--- src/shared/ccp_regs.vh ---
`ifndef CCP_REGS_VH
`define CCP_REGS_VH
// option codes
`define CCP_OPT_SM 8'h04
`define CCP_OPT_CAP 8'h05
`define CCP_OPT_APPREN 8'h06
`define CCP_OPT_FILEREN 8'h08
`define CCP_OPT_VALUE 8'h09
`define CCP_OPT_FAILCTR 8'h0A
// data lengths in bytes
`define CCP_LEN_SM 5'h02
`define CCP_LEN_CAP 5'h0A
`define CCP_LEN_APP_A 5'h11
`define CCP_LEN_APP_B 5'h13
`define CCP_LEN_FR_1 5'h03
`define CCP_LEN_FR_2 5'h05
`define CCP_LEN_FR_3 5'h09
`define CCP_LEN_VALUE 5'h0E
`define CCP_LEN_FAILCTR 5'h05
`define CCP_MAX_BYTES 20
`define CCP_IDX_W 5
// byte positions inside the data field
`define CCP_POS_CAP_USER1 5'h04
`define CCP_POS_CAP_USER5 5'h08
`define CCP_POS_CAP_USER6 5'h09
`define CCP_POS_APP_FID 5'h11
`define CCP_POS_DIRNAME 5'h01
// bit positions
`define CCP_BIT_SM_NOCHAIN 2
`define CCP_BIT_CAP_LRC 1
`define CCP_BIT_APP_ISO 7
`define CCP_BIT_FR_TWO 1
`define CCP_BIT_FR_ISO 0
`define CCP_BIT_VO_FREE 1
`define CCP_BIT_VO_LIMCR 0
`define CCP_BIT_FC_EN 0
`define CCP_APP_LEN_HI 4
`define CCP_DIRNAME_MAX 5'h10
// status codes
`define CCP_ST_OK 8'h00
`define CCP_ST_LENGTH 8'h7E
`define CCP_ST_PARAM 8'h9E
`define CCP_ST_DENIED 8'h9D
`define CCP_ST_NOFILE 8'hF0
// reserved identifiers
`define CCP_FID_RES0 16'h0000
`define CCP_FID_RES1 16'h3F00
`define CCP_FID_RES2 16'h3FFF
`define CCP_FID_RES3 16'hFFFF
// counter defaults
`define CCP_FC_LIMIT_DEF 16'h03E8
`define CCP_FC_DECR_DEF 16'h000A
`define CCP_ZERO16 16'h0000
`endif

--- src/rtl/ccp_config_parser.v ---
`timescale 1ns/10ps
`include "ccp_regs.vh"
// Operation
// - option 04h bit2 disables chained writes
// - option 05h ten bytes, bit1 enables crypto
// - option 06h accepts 17 or 19 bytes
// - rename bits 4..0 name length 1-16
// - identifiers LSB first, four reserved values
// - option 08h accepts 3, 5, 9 bytes
// - rename bit1 two files, bit0 identifiers
// - first identifier present only when bit0
// - second file numbers present only when bit1
// - second identifier only when both bits
// - option 09h takes fourteen value bytes
// - signed limits, floor not above ceiling
// - current value within floor and ceiling
// - value option bit1 free read, bit0 credit
// - option 0Ah five bytes, bit0 enables counter
// - counter limit above zero, defaults, LSB first
// - wrong length answers 7Eh
// - repeated one-time option answers 9Dh
// - unknown file number answers F0h
module ccp_config_parser (
	input wire i_clk,
	input wire i_resetn,
	input wire i_cmd_valid,
	input wire [7:0] i_cmd_option,
	input wire [4:0] i_cmd_len,
	input wire i_byte_valid,
	input wire [7:0] i_byte,
	input wire [31:0] i_file_present,
	input wire [31:0] i_file_is_value,
	input wire i_store_done,
	output reg o_busy,
	output reg o_resp_valid,
	output reg [7:0] o_resp_status,
	output reg o_store_req,
	output reg o_no_chain_write,
	output reg o_leak_resilient_crypto_mode,
	output reg [7:0] o_user_capability_5,
	output reg [7:0] o_user_capability_6,
	output reg [7:0] o_app_rename_option_byte,
	output reg [127:0] o_directory_name,
	output reg [15:0] o_app_iso_file_identifier,
	output reg [4:0] o_first_current_file_number,
	output reg [4:0] o_first_new_file_number,
	output reg [15:0] o_first_new_iso_identifier,
	output reg [4:0] o_second_current_file_number,
	output reg [4:0] o_second_new_file_number,
	output reg [15:0] o_second_new_iso_identifier,
	output reg o_rename_two,
	output reg o_rename_iso,
	output reg [4:0] o_value_file_number,
	output reg [31:0] o_value_floor,
	output reg [31:0] o_value_ceiling,
	output reg [31:0] o_value_current,
	output reg o_value_free_read,
	output reg o_bounded_credit_enable,
	output reg o_fail_counter_enable,
	output reg [15:0] o_fail_counter_limit,
	output reg [15:0] o_fail_counter_decrement,
	output reg o_app_rename_done,
	output reg o_file_rename_done,
	output reg o_value_setup_done
);
	// one-hot states
	localparam [3:0] ST_IDLE = 4'b0001;
	localparam [3:0] ST_COLLECT = 4'b0010;
	localparam [3:0] ST_CHECK = 4'b0100;
	localparam [3:0] ST_STORE = 4'b1000;
	reg [3:0] state_reg;
	// collected data field
	reg [7:0] buf_mem [0:`CCP_MAX_BYTES-1];
	reg [4:0] cnt_reg;
	reg [4:0] len_reg;
	reg [7:0] opt_reg;
	// pending status and apply decision
	reg [7:0] status_next;
	reg value_ok_hold;
	wire value_ok;
	integer k;
	// reserved identifiers may never be assigned
	function fid_bad;
		input [15:0] f;
		begin
			fid_bad = (f == `CCP_FID_RES0) || (f == `CCP_FID_RES1) ||
				(f == `CCP_FID_RES2) || (f == `CCP_FID_RES3);
		end
	endfunction
	// assemble a little-endian 16-bit word from the buffer
	function [15:0] le16;
		input [7:0] lo;
		input [7:0] hi;
		begin
			le16 = {hi, lo};
		end
	endfunction
	// field views, byte 0 is the option byte of the rename and counter fields and the file number in the 09h field
	wire [7:0] b0 = buf_mem[0];
	wire fr_two = b0[`CCP_BIT_FR_TWO];
	wire fr_iso = b0[`CCP_BIT_FR_ISO];
	// first identifier follows the two file numbers
	wire [15:0] fr_fid1 = le16(buf_mem[3], buf_mem[4]);
	// second file numbers shift by two when identifier present
	wire [7:0] fr_old2 = fr_iso ? buf_mem[5] : buf_mem[3];
	wire [7:0] fr_new2 = fr_iso ? buf_mem[6] : buf_mem[4];
	// second identifier only with both bits
	wire [15:0] fr_fid2 = le16(buf_mem[7], buf_mem[8]);
	wire [31:0] v_floor = {buf_mem[4], buf_mem[3], buf_mem[2], buf_mem[1]};
	wire [31:0] v_ceil = {buf_mem[8], buf_mem[7], buf_mem[6], buf_mem[5]};
	wire [31:0] v_cur = {buf_mem[12], buf_mem[11], buf_mem[10], buf_mem[9]};
	wire [15:0] app_fid = le16(buf_mem[`CCP_POS_APP_FID], buf_mem[`CCP_POS_APP_FID+1]);
	wire [15:0] fc_limit = le16(buf_mem[1], buf_mem[2]);
	wire [15:0] fc_decr = le16(buf_mem[3], buf_mem[4]);
	wire [4:0] name_len = b0[`CCP_APP_LEN_HI:0];
	// signed range check lives in the leaf
	ccp_value_check u_vchk (
		.i_floor(v_floor),
		.i_ceiling(v_ceil),
		.i_value(v_cur),
		.o_ok(value_ok)
	);
	// expected rename length from option bits
	wire [4:0] fr_len = fr_two ? (fr_iso ? `CCP_LEN_FR_3 : `CCP_LEN_FR_2) : (fr_iso ? `CCP_LEN_FR_2 : `CCP_LEN_FR_1);

	// status decision; order is length, permission, file, file type, parameter
	always @* begin
		status_next = `CCP_ST_OK;
		case (opt_reg)
			`CCP_OPT_SM: begin
				if (len_reg != `CCP_LEN_SM) status_next = `CCP_ST_LENGTH;
			end
			`CCP_OPT_CAP: begin
				if (len_reg != `CCP_LEN_CAP) status_next = `CCP_ST_LENGTH;
			end
			`CCP_OPT_APPREN: begin
				if (len_reg != `CCP_LEN_APP_A && len_reg != `CCP_LEN_APP_B) status_next = `CCP_ST_LENGTH;
				else if (o_app_rename_done) status_next = `CCP_ST_DENIED;
				else if (name_len == 5'h00 || name_len > `CCP_DIRNAME_MAX) status_next = `CCP_ST_PARAM;
				// reserved identifier, only when 19 bytes carry one
				else if (len_reg == `CCP_LEN_APP_B && fid_bad(app_fid)) status_next = `CCP_ST_PARAM;
			end
			`CCP_OPT_FILEREN: begin
				if (len_reg != fr_len) status_next = `CCP_ST_LENGTH;
				else if (o_file_rename_done) status_next = `CCP_ST_DENIED;
				else if (!i_file_present[buf_mem[1][4:0]] || (fr_two && !i_file_present[fr_old2[4:0]]))
					status_next = `CCP_ST_NOFILE;
				else if (fr_iso && (fid_bad(fr_fid1) || (fr_two && fid_bad(fr_fid2))))
					status_next = `CCP_ST_PARAM;
			end
			`CCP_OPT_VALUE: begin
				if (len_reg != `CCP_LEN_VALUE) status_next = `CCP_ST_LENGTH;
				else if (o_value_setup_done) status_next = `CCP_ST_DENIED;
				else if (!i_file_present[b0[4:0]]) status_next = `CCP_ST_NOFILE;
				else if (!i_file_is_value[b0[4:0]]) status_next = `CCP_ST_DENIED;
				else if (!value_ok_hold) status_next = `CCP_ST_PARAM;
			end
			`CCP_OPT_FAILCTR: begin
				if (len_reg != `CCP_LEN_FAILCTR) status_next = `CCP_ST_LENGTH;
				else if (b0[`CCP_BIT_FC_EN] && fc_limit == `CCP_ZERO16) status_next = `CCP_ST_PARAM;
			end
			default: status_next = `CCP_ST_PARAM;
		endcase
	end

	// main sequencer
	always @(posedge i_clk or negedge i_resetn) begin
		if (!i_resetn) begin
			state_reg <= ST_IDLE;
			cnt_reg <= 5'h00;
			len_reg <= 5'h00;
			opt_reg <= 8'h00;
			value_ok_hold <= 1'b0;
			o_busy <= 1'b0;
			o_resp_valid <= 1'b0;
			o_resp_status <= `CCP_ST_OK;
			o_store_req <= 1'b0;
			o_no_chain_write <= 1'b0;
			o_leak_resilient_crypto_mode <= 1'b0;
			o_user_capability_5 <= 8'h00;
			o_user_capability_6 <= 8'h00;
			o_app_rename_option_byte <= 8'h00;
			o_directory_name <= 128'h0;
			o_app_iso_file_identifier <= 16'h0000;
			o_first_current_file_number <= 5'h00;
			o_first_new_file_number <= 5'h00;
			o_first_new_iso_identifier <= 16'h0000;
			o_second_current_file_number <= 5'h00;
			o_second_new_file_number <= 5'h00;
			o_second_new_iso_identifier <= 16'h0000;
			o_rename_two <= 1'b0;
			o_rename_iso <= 1'b0;
			o_value_file_number <= 5'h00;
			o_value_floor <= 32'h0000_0000;
			o_value_ceiling <= 32'h0000_0000;
			o_value_current <= 32'h0000_0000;
			o_value_free_read <= 1'b0;
			o_bounded_credit_enable <= 1'b0;
			o_fail_counter_enable <= 1'b1;
			o_fail_counter_limit <= `CCP_FC_LIMIT_DEF;
			o_fail_counter_decrement <= `CCP_FC_DECR_DEF;
			o_app_rename_done <= 1'b0;
			o_file_rename_done <= 1'b0;
			o_value_setup_done <= 1'b0;
		end else begin
			o_resp_valid <= 1'b0;
			case (state_reg)
				ST_IDLE: begin
					// a command opens the data collection
					if (i_cmd_valid) begin
						opt_reg <= i_cmd_option;
						len_reg <= i_cmd_len;
						cnt_reg <= 5'h00;
						value_ok_hold <= 1'b0; // no stale range verdict from an earlier field
						o_busy <= 1'b1;
						state_reg <= (i_cmd_len == 5'h00) ? ST_CHECK : ST_COLLECT;
					end
				end
				ST_COLLECT: begin
					// bytes beyond the buffer are dropped, length still judged
					if (i_byte_valid) begin
						cnt_reg <= cnt_reg + 5'h01;
						if (cnt_reg + 5'h01 == len_reg) state_reg <= ST_CHECK;
					end
				end
				ST_CHECK: begin
					value_ok_hold <= value_ok;
					// one extra cycle keeps the signed compare off the decision path
					if (opt_reg == `CCP_OPT_VALUE && !value_ok_hold && value_ok) begin
						state_reg <= ST_CHECK;
					end else if (status_next != `CCP_ST_OK) begin
						o_resp_status <= status_next;
						o_resp_valid <= 1'b1;
						o_busy <= 1'b0;
						state_reg <= ST_IDLE;
					end else begin
						// ask the store first, settings follow the acknowledge
						o_store_req <= 1'b1;
						state_reg <= ST_STORE;
					end
				end
				ST_STORE: begin
					if (i_store_done) begin
						o_store_req <= 1'b0;
						o_busy <= 1'b0;
						o_resp_valid <= 1'b1;
						o_resp_status <= `CCP_ST_OK;
						state_reg <= ST_IDLE;
						case (opt_reg)
							`CCP_OPT_SM: begin
								// only a one sets the lock, zero is no change
								if (buf_mem[1][`CCP_BIT_SM_NOCHAIN]) o_no_chain_write <= 1'b1;
							end
							`CCP_OPT_CAP: begin
								if (buf_mem[`CCP_POS_CAP_USER1][`CCP_BIT_CAP_LRC]) o_leak_resilient_crypto_mode <= 1'b1;
								o_user_capability_5 <= buf_mem[`CCP_POS_CAP_USER5];
								o_user_capability_6 <= buf_mem[`CCP_POS_CAP_USER6];
							end
							`CCP_OPT_APPREN: begin
								o_app_rename_option_byte <= b0;
								// name taken whole as padded by the reader
								for (k = 0; k < 16; k = k + 1) begin
									o_directory_name[8*k +: 8] <= buf_mem[`CCP_POS_DIRNAME + k];
								end
								// identifier only when bit7 asks for it
								if (b0[`CCP_BIT_APP_ISO] && len_reg == `CCP_LEN_APP_B) o_app_iso_file_identifier <= app_fid;
								o_app_rename_done <= 1'b1;
							end
							`CCP_OPT_FILEREN: begin
								o_rename_two <= fr_two;
								o_rename_iso <= fr_iso;
								o_first_current_file_number <= buf_mem[1][4:0];
								o_first_new_file_number <= buf_mem[2][4:0];
								if (fr_iso) o_first_new_iso_identifier <= fr_fid1;
								if (fr_two) begin
									o_second_current_file_number <= fr_old2[4:0];
									o_second_new_file_number <= fr_new2[4:0];
								end
								if (fr_two && fr_iso) o_second_new_iso_identifier <= fr_fid2;
								o_file_rename_done <= 1'b1;
							end
							`CCP_OPT_VALUE: begin
								o_value_file_number <= b0[4:0];
								o_value_floor <= v_floor;
								o_value_ceiling <= v_ceil;
								o_value_current <= v_cur;
								o_value_free_read <= buf_mem[13][`CCP_BIT_VO_FREE];
								o_bounded_credit_enable <= buf_mem[13][`CCP_BIT_VO_LIMCR];
								o_value_setup_done <= 1'b1;
							end
							`CCP_OPT_FAILCTR: begin
								o_fail_counter_enable <= b0[`CCP_BIT_FC_EN];
								// limit and decrement ignored when disabling
								if (b0[`CCP_BIT_FC_EN]) begin
									o_fail_counter_limit <= fc_limit;
									o_fail_counter_decrement <= fc_decr;
								end
							end
							default: o_busy <= 1'b0;
						endcase
					end
				end
				default: state_reg <= ST_IDLE;
			endcase
		end
	end

	// data buffer has no reset; stale bytes are never applied without a full field
	always @(posedge i_clk) begin
		if (state_reg == ST_COLLECT && i_byte_valid && cnt_reg < `CCP_MAX_BYTES) begin
			buf_mem[cnt_reg] <= i_byte;
		end
	end
endmodule

--- src/rtl/ccp_value_check.v ---
`timescale 1ns/10ps
`include "ccp_regs.vh"
// signed range check for value file setup, purely combinational
module ccp_value_check (
	input wire [31:0] i_floor,
	input wire [31:0] i_ceiling,
	input wire [31:0] i_value,
	output wire o_ok
);
	// floor must not exceed ceiling
	wire order_ok = ($signed(i_floor) <= $signed(i_ceiling));
	// value inside the closed range
	wire range_ok = ($signed(i_value) >= $signed(i_floor)) && ($signed(i_value) <= $signed(i_ceiling));
	assign o_ok = order_ok && range_ok;
endmodule

--- config.mk ---
export PLATFORM = sky130hd
export DESIGN_NAME = ccp_config_parser
export DESIGN_NICKNAME = d
export VERILOG_FILES = /design/src/rtl/ccp_config_parser.v /design/src/rtl/ccp_value_check.v
export VERILOG_INCLUDE_DIRS = /design/src /design/src/shared
export SDC_FILE = /design/constraint.sdc
export NUM_CORES = 1
export LEC_CHECK = 0
export BUFFER_PORTS_ARGS = -buffer_cell sky130_fd_sc_hd__buf_2
export CORE_ASPECT_RATIO = 0.6
export CORE_MARGIN = 2
export CORE_UTILIZATION = 45
export DETAILED_ROUTE_END_ITERATION = 8
export GPL_TIMING_DRIVEN = 0
export HOLD_SLACK_MARGIN = 0.03
export PLACE_DENSITY = 0.73
export SYNTH_ARGS = -nofsm -noshare
export SYNTH_HDL_FRONTEND = slang
export SYNTH_SLANG_ARGS = --single-unit
--- constraint.sdc ---
create_clock -name i_clk -period 6.15 [get_ports i_clk]
set_input_delay 0.9225 -clock i_clk [delete_from_list [all_inputs] [get_ports i_clk]]
set_output_delay 0.9225 -clock i_clk [all_outputs]
set_load 0.02 [all_outputs]
**Word-level counts from Yosys, hierarchy flattened**

Memories as Yosys holds them, arrays and structs flattened. A register that Yosys moved wholly into a read port is not among the register bits.
Index checks and enable logic that the tools add are counted.

- Output and inout bits: 374
- Memories: 1
- Input bits: 90
- Memory bits (writable): 160
- Word-level logic and storage cells: 205
- Latch bits: 0
- ROM bits: 0
- Flip-flop bits (word level): 381

Memory list:

| name | words | bits a word | rd ports | clocked after memory_dff | wr ports | line | RTL |
|---|---|---|---|---|---|---|---|
| buf_mem | 20 | 8 | 21 | 5 | 1 | ccp_config_parser.v:73 | `` reg [7:0] buf_mem [0:`CCP_MAX_BYTES-1]; `` |

- Multipliers: 0
- $lt $le $gt $ge: 8
- Multiplexer cells: 62
- Shifts and indexed selects: 0
- $add $sub $neg: 1
- Bitwise gates (word level): 0
- Eq/ne operators: 35
- Div/mod/pow operators: 0
- Reduce and logical (&&, ||, !) cells: 64

Operators by type and width:

| cell | count |
|---|---|
| 8-bit two-way mux | 18 |
| 16-bit by 14-bit equality test with 1-bit output (second input constant) | 6 |
| 32-bit less-or-equal comparator | 2 |
| 16-bit logical NOT | 4 |
| 16-bit equality test (second input constant) | 3 |
| 8-bit case mux with 6 select lines | 1 |
| 4-bit AND reduction | 10 |
| 32-bit >= comparator | 1 |
| 4-bit two-way mux | 8 |
| 8-bit by 3-bit equality test with 1-bit output (second input constant) | 3 |
| 8-bit by 4-bit equality test with 1-bit output (second input constant) | 3 |
| 1-bit binary-select mux with 5-bit select | 4 |
| 5-bit two-way mux | 4 |
| 5-bit by 6-bit < comparator with 1-bit output (second input constant) | 3 |
| 3-bit AND reduction | 6 |
| 1-bit two-way mux | 16 |
| 4-bit case mux with 4 select lines | 1 |
| 8-bit case mux with 2 select lines | 1 |
| 1-bit logical AND | 14 |
| 7-bit two-way mux | 2 |
| 2-bit != test (second input constant) | 7 |
| 1-bit logical OR | 12 |
| 5-bit logical NOT | 2 |
| 5-bit by 4-bit != test with 1-bit output (second input constant) | 2 |
| other kinds (23) | 37 |

**Depth between registers and ports, before layout**

Gate-level depths: netlist of the first run.
An unclocked memory read counts as a cell.

- Depth after elaboration: 17
- Mapped depth: 13

**By module**

A second synthesis of the first run with hierarchy kept.

- Cells, all modules: 1,794
- Area, all modules: 24,372.1 µm²

Modules (own cells, without submodules):

| module | cells each | sequential area each (µm²) | area each (µm²) | times used |
|---|---|---|---|---|
| ccp_config_parser | 1,495 | 14,461.4 | 22,042.4 | 1 |
| ccp_value_check | 299 | 0.0 | 2,329.7 | 1 |

**Worst setup path after synthesis of the first run**

No wires, ideal clock.

- Kind: register -> register
- From: memory buf_mem[0][0]
- To: register state_reg[0]
- Setup slack: 3,136 ps
- Library setup time: 83 ps
- Stages on the path, launching flop included: 13
- Required time: 6,067 ps
- Arrival: 2,930 ps
- Cell sequence: edfxtp_1 buf_6 buf_6 inv_2 ha_1 xor2_1 or4_1 nor2_1 o311ai_2 nor3_2 o221ai_4 and3_4 o32a_1

RTL lines:

| item | line | RTL |
|---|---|---|
| start, declared | ccp_config_parser.v:73 |  |
| end signal, assigned | ccp_config_parser.v:216 | `state_reg <= (i_cmd_len == 5'h00) ? ST_CHECK : ST_COLLECT;` |
| end, declared | ccp_config_parser.v:71 | `reg [3:0] state_reg;` |

==> results of run 1 <==
cells in the final DEF (no fill, tap or decap), types with 11 or more instances in the layout:
cell type,n
clkbuf_1,35
nand2_1,134
ha_1,102
inv_1,83
mux2i_1,60
clkbuf_8,11
a21oi_1,38
mux2_2,300
nor2_1,50
nand3_1,30
buf_2,488
nor4_1,16
nor2b_1,22
nand4_1,30
o22ai_1,14
and2_1,18
clkbuf_16,55
a21o_1,20
edfxtp_1,152
dfrtp_1,385
a211oi_1,11
o21ai_0,99
a22oi_1,22
nor3_1,16
cell usage after synthesis, types with 7 or more instances:
master,number,share of area [%]
dfrtp_1,385,40
nand2b_1,10,0.26
nor2b_1,22,0.57
nor3_1,16,0.33
mux2i_1,60,2.5
a22oi_1,22,0.68
buf_4,10,0.31
nand3_1,30,0.62
and2_1,18,0.46
dfstp_2,10,1.1
a211oi_1,11,0.34
nand4_1,30,0.77
and3_1,7,0.18
nor2_1,50,0.77
mux2_2,300,14
a21o_1,20,0.62
ha_1,102,5.2
inv_1,83,1.3
nand2_1,134,2.1
nor3b_1,7,0.22
nor4_1,16,0.41
o211ai_1,7,0.22
xnor2_1,7,0.25
o21ai_0,99,2.0
o22ai_1,14,0.36
buf_2,26,0.53
xor2_1,10,0.36
clkbuf_1,27,0.42
a21oi_1,38,0.78
edfxtp_1,152,19
power by group through the flow:
stage / Sequential [mW] / Combinational [mW] / Clock (mW)
final: 3.93 / 0.851 / 3.27
after floorplan: 3.99 / 0.499 / 0
after detailed placement: 4.00 / 0.836 / 0
after global placement: 3.99 / 0.807 / 0
after CTS: 3.93 / 0.841 / 3.32
after global routing: 3.94 / 0.925 / 3.48
critical path, delay by kind of cell (launching register included):
kind / cells / cell delay [ps]
buffers and inverters: 2 / 830
AND/OR/NAND/NOR: 5 / 1640
flip-flops: 1 / 430
adder cells (fa/ha/maj): 1 / 390
AO/OA/AOI/OAI: 3 / 1040
final timing paths:
path / from / cells after the start / end / slack [ps]
setup / recovery: buf_mem[3][1]$_DFFE_PP_ / 11 / state_reg[0]$_DFFE_PN1P_ / 1710
hold / removal: i_resetn / 1 / o_directory_name[16]$_DFFE_PN0P_ / 320
setup reg to reg: buf_mem[3][1]$_DFFE_PP_ / 11 / state_reg[0]$_DFFE_PN1P_ / 1710
hold reg to reg: o_leak_resilient_crypto_mode$_DFFE_PN0P_ / 1 / o_leak_resilient_crypto_mode$_DFFE_PN0P_ / 460
max in group asynchronous: i_resetn / 3 / o_directory_name[118]$_DFFE_PN0P_ / 4360
min in group i_clk: o_leak_resilient_crypto_mode$_DFFE_PN0P_ / 1 / o_leak_resilient_crypto_mode$_DFFE_PN0P_ / 460
cell families after synthesis:
group	Yosys count	share of synthesized area, %
compound gates	270	7.19
xor+xnor	17	0.612
fa+ha+maj	102	5.24
buf+inv	159	2.97
flops	547	59.4
mux	363	16.6
simple gates	379	7.98
metrics by stage:
| step | util, % | hold WS, ps | area [um^2] | worst slack [ps] | std cells |
|---|---|---|---|---|---|
| 3_5_place_dp | 52.1 | 447 | 27600 | 1880 | 3006 |
| 2_1_floorplan | - | 454 | 24300 | 3140 | 1837 |
| 3_3_place_gp | 51.9 | 440 | 27500 | -3450 | 3003 |
| 4_1_cts | 55.4 | 330 | 29400 | 1820 | 3100 |
| 5_1_grt | 55.4 | 358 | 29400 | 1680 | 3104 |
| 6_report | 55.4 | 322 | 29400 | 1710 | 3104 |
area by class of cell:
class,count,area [um^2],share of cell area (%)
multi-input cells,1131,9160,31.2
diodes,4,10.0,0.0341
plain buffers,75,408,1.39
well taps,703,880,2.99
flip-flops and latches,547,14500,49.2
repair buffers,466,2410,8.20
clock inverters,20,180,0.613
inverters,84,315,1.07
clock buffers,74,1560,5.30
per-layer routing:
metal	vias to the layer above	track usage (%)
met2	938	44.8
met3	145	6.27
li1	7759	-
met5	-	0
met1	9311	43.5
met4	0	7.74
==> metrics, run 1 <==
pwr dens=approximately 270 mW/mm^2; uppermost layer routed=met4; unrepaired setup endpoints after global routing=no; routed wire length=~84 mm; # clock sinks=between 500 and 600; Final Hold Viols=0; endpoints failing setup=0; CP max-delay cell=nor4_1; Synth Instances=1837; total negative slack=0 ps; Slew Viols, Final=0; HPWL after detailed placement=approximately 63 mm; worst skew pair latency=roughly 600 ps; Hold-fix buffers, CTS=0; Initial DRT Pass Iterations=6; Starting Density=45.9%; clk slew on worst S/H paths=~70 ps; DR WL/cell=around 27 um; chip height=between 150 and 200 um; grt ovf=0; register area share after synthesis=about 60%; via count=around 18000; Comb pwr share=approximately a tenth; crit path launch type=register; Synth Cell Area=~0.024 mm^2; required time worst endpoint=about 6700 ps; vias in the first global route=roughly 18000; area grow syn2layout=20.7%; Arr. time, crit path=just under 5000 ps; post-layout min period=approximately 4400 ps; Design Power=approximately 8 mW; FFs w/ async S/R, synth=72.2%; CP endpoint kind=register; H-tree Lvls=2; Post-CTS Setup Bufs=0; root buffer cell=clkbuf_16; Top FF cell, synth=dfrtp_1; worst vdd ir=between 0.15 and 0.2 mV; sequential share of power=about half; max reg flops=roughly 150; global-route wire length before repair=122 mm; wl on met1=37.5 mm; DR WL met2=37.1 mm; actual slew at the worst max-slew pin=1320 ps; Initial DRC Count=roughly 1800; fraction of layout cells with a size suffix above 1=38.5%; P_int=5.98 mW; met3 routed WL=7.73 mm; final estimated routing congestion in global placement=~0.94; die width=between 300 and 400 um; # resized after CTS=0; Slew headroom=a little under an eighth; antenna-violating nets left=0; initial antenna violation count=8; status=finished clean; Switching Share=approximately a quarter; Top reg by flops=buf_mem; Distinct cells, synth=80; FMAX=roughly 230 MHz; Placeable Area=0.0530 mm^2; Ports=464; pin count of the biggest net entering global routing=between 100 and 150; Setup Crit Path Kind=reg -> reg; worst-path fanout max=10; CTS Buffer Depth=3; Port Buffers=463; synthesized flop and latch total=between 500 and 600; Tot GR Track Use=29.6%; worst min-delay path category=in -> async; CP max stage delay=between 700 and 800 ps; total CTS buffers=51; Residual DRC=0; Psw=approximately 2.1 mW; Post-Syn Area per Cell=about 13 um^2; LEAKAGE=around 15 nW; Die Outline Area=between 0.05 and 0.06 mm^2; Clk pwr share=40.6%; nets@finish=~2500; Ys Warns=0; Max Cap Viol=0; crit-path cells=clkbuf_1 -> inv_1 -> ha_1 -> nand4_1 -> nor4_1 -> o31ai_1 -> and3_1 -> o21ai_0 -> nand3_1 -> and3_4 -> o32a_1; Post-synth EDFFs=around 150; Final Cycle Share=between 70% and 80%; CTS tree=built; Setup Skew=about 35 ps; Regs by FF count=buf_mem x152, o_directory_name x128; syn_nets=around 2000; # fillers=4383; row cnt=65; post-DR vias/cell=just under 6
Note: power is estimated with default switching activity, not from simulation.
==> run 2, diff against run 1 <==
--- a/config.mk
+++ b/config.mk
@@ -6,6 +6,7 @@
 export SDC_FILE = /design/constraint.sdc
 export NUM_CORES = 1
 export LEC_CHECK = 0
+export ABC_AREA = 1
 export BUFFER_PORTS_ARGS = -buffer_cell sky130_fd_sc_hd__buf_2
 export CORE_ASPECT_RATIO = 0.6
 export CORE_MARGIN = 2
@@ -13,7 +14,7 @@
 export DETAILED_ROUTE_END_ITERATION = 8
 export GPL_TIMING_DRIVEN = 0
 export HOLD_SLACK_MARGIN = 0.03
-export PLACE_DENSITY = 0.73
+export PLACE_DENSITY = 0.76
 export SYNTH_ARGS = -nofsm -noshare
 export SYNTH_HDL_FRONTEND = slang
 export SYNTH_SLANG_ARGS = --single-unit
==> constraint.sdc (replaced) <==
create_clock -name i_clk -period 3.65 [get_ports i_clk]
set_input_delay 0.5475 -clock i_clk [delete_from_list [all_inputs] [get_ports i_clk]]
set_output_delay 0.5475 -clock i_clk [all_outputs]
set_load 0.02 [all_outputs]
==> metrics, run 2 <==
Design Power=around 14 mW; LEAKAGE=~15 nW; via count=between 20000 and 25000; CTS Buffer Depth=3; Slew headroom=between 10% and 20%; worst min-delay path category=in -> reg; post-synth top area cell=dfrtp_1; sequential share of power=between 40% and 50%; Ys Warns=0; Distinct cells, synth=48; CP endpoint kind=register; pin count of the biggest net entering global routing=124; most frequent cell after synthesis=nand2_1; HPWL after detailed placement=~60 mm; total negative slack=0 ps; Initial DRC Count=2349; Slew Viols, Final=0; share of the synthesized area in the top cell type=between 40% and 50%; unrepaired setup endpoints after global routing=no; most frequent cells in the layout=781 x nand2_1, 476 x buf_2, 385 x dfrtp_1; pwr dens=~470 mW/mm^2; CTS tree=built; clk slew on worst S/H paths=approximately 70 ps; Core Util, Final=between 50% and 60%; Initial DRT Pass Iterations=5; # fillers=around 4600; Arr. time, crit path=roughly 4000 ps; worst skew pair latency=approximately 600 ps; H-tree Lvls=2; worst-path fanout max=10; Max Cap Viol=0; max reg flops=152; Clk pwr share=a little over two fifths; Post-Syn Area per Cell=9.48 um^2; chip height=~180 um; Top FF cell, synth=dfrtp_1; met3 routed WL=between 10 and 15 mm; Switching Share=roughly 26%; Setup Skew=~33 ps; worst hold start=i_cmd_option[0]; grt ovf=0; CP Launch Point=state_reg[0]$_DFFE_PN1P_; root buffer cell=clkbuf_16; Comb pwr share=roughly a tenth; Starting Density=45.6%; vias in the first global route=around 19000; wl on met1=approximately 35 mm; antenna-violating nets left=0; Final Hold Viols=0; syn_nets=approximately 2700; nets@finish=roughly 3200; required time worst endpoint=roughly 4200 ps; P_int=10.1 mW; Post-Layout Cell Count=3803; Placement Cell Area=around 0.027 mm^2; status=finished clean; uppermost layer routed=met4; FFs w/ async S/R, synth=72.2%; Post-synth EDFFs=152; Top reg by flops=buf_mem; Port Buffers=roughly 460; actual slew at the worst max-slew pin=around 1300 ps; initial antenna violation count=5; Commonest cells post-synth=782 x nand2_1, 385 x dfrtp_1, 352 x o21ai_0; placed insts=about 3700; Tot GR Track Use=between 20% and 30%; worst r2r src=state_reg[0]$_DFFE_PN1P_; Final Cycle Share=93.5%; FMAX=293 MHz; Post-CTS Setup Bufs=0; synthesized flop and latch total=547; fin worst setup slack=~240 ps; Ports=roughly 460; post-DR vias/cell=around 5.5; Setup Crit Path Kind=reg -> reg; register area share after synthesis=between 60% and 70%; total CTS buffers=approximately 50; DR WL/cell=about 22 um; Regs by FF count=buf_mem x152, o_directory_name x128; row cnt=65; WHS=about 150 ps; DR WL met2=35.8 mm; die width=302 um; Residual DRC=0; Die Outline Area=0.0553 mm^2; global-route wire length before repair=~120 mm; # clock sinks=about 550; top cells by area, synth=dfrtp_1 40%, edfxtp_1 19%, nand2_1 12%, o21ai_0 7.3%, ha_1 5.3%; Final Instance Area=roughly 0.029 mm^2; endpoints failing setup=0; post-layout min period=3410 ps; Synth Cell Area=roughly 0.024 mm^2; worst slack, placed=244 ps; area grow syn2layout=21.1%; worst vdd ir=around 0.41 mV; final estimated routing congestion in global placement=0.984; routed wire length=around 84 mm; commonest non-fill, non-tap cell in the layout=nand2_1; fraction of layout cells with a size suffix above 1=19.9%; Synth Instances=2536; Placeable Area=around 0.053 mm^2; Psw=between 3 and 4 mW; crit path launch type=register
[run 2: routing by layer]
| metal | vias up | GRT usage [%] |
|---|---|---|
| li1 | 9411 | - |
| met2 | 1130 | 43.8 |
| met4 | 0 | 6.92 |
| met5 | - | 0 |
| met1 | 10200 | 42.9 |
| met3 | 148 | 9.17 |
[run 2: cell type report]
type | instances | area [um^2] | area share [%]
repair buffers | 467 | 2420 | 8.31
flip-flops and latches | 547 | 14500 | 49.7
clock buffers | 65 | 1370 | 4.70
diodes | 2 | 5.00 | 0.0172
plain buffers | 103 | 472 | 1.62
clock inverters | 30 | 407 | 1.40
multi-input cells | 1664 | 8270 | 28.4
inverters | 222 | 836 | 2.87
well taps | 703 | 880 | 3.02
[run 2: power by group through the flow]
stage          clock (mW)  sequential (mW)  combinational [mW]
2_1_floorplan           0             6.68               0.795
3_3_place_gp            0             6.66                1.29
3_5_place_dp            0             6.66                1.32
4_1_cts              5.79             6.54                1.33
5_1_grt              6.04             6.56                1.51
6_report             5.73             6.55                1.35
[run 2: worst paths after layout]
path | to | slack (ps) | cells after the start
max reg2reg | o_directory_name[33]$_DFFE_PN0P_ | 240 | 10
min | opt_reg[0]$_DFFE_PN0P_ | 150 | 3
max | o_directory_name[33]$_DFFE_PN0P_ | 240 | 10
max in group asynchronous | o_directory_name[121]$_DFFE_PN0P_ | 1680 | 4
min reg2reg | o_directory_name[122]$_DFFE_PN0P_ | 440 | 2
min in group asynchronous | o_fail_counter_decrement[5]$_DFFE_PN0P_ | 550 | 2
[run 2: repair_timing]
action | CTS | global route
endpoints found under the setup margin | 0 | 9
hold endpoints to repair | 82 | 0
hold buffers | 1 | 0
resized for setup | 0 | 1
[run 2: logic make-up (layout without fill, tap and decap cells)]
logic type                 after synthesis  count (layout)  synth area share, %
other                                    0               2                    0
muxes                                    4               4                0.187
adders and majority gates              102             102                 5.31
xor gates and xnor gates                10              10                0.364
and+or+nand+nor                       1082            1082                 18.4
AOI/OAI and AO/OA                      466             466                 10.1
DFF                                    547             547                 60.2
buffers and inverters                  325             887                 5.44
[run 2: worst max-delay path, stage by stage, from the launching register on]
cell and delay, ps:
dfstp_2 530, nor2_1 50, inv_2 80, nor3_4 70, nand2_2 180, inv_2 190
nand2_2 360, clkbuf_1 900, clkbuf_1 710, nand2_1 110, o21ai_0 120
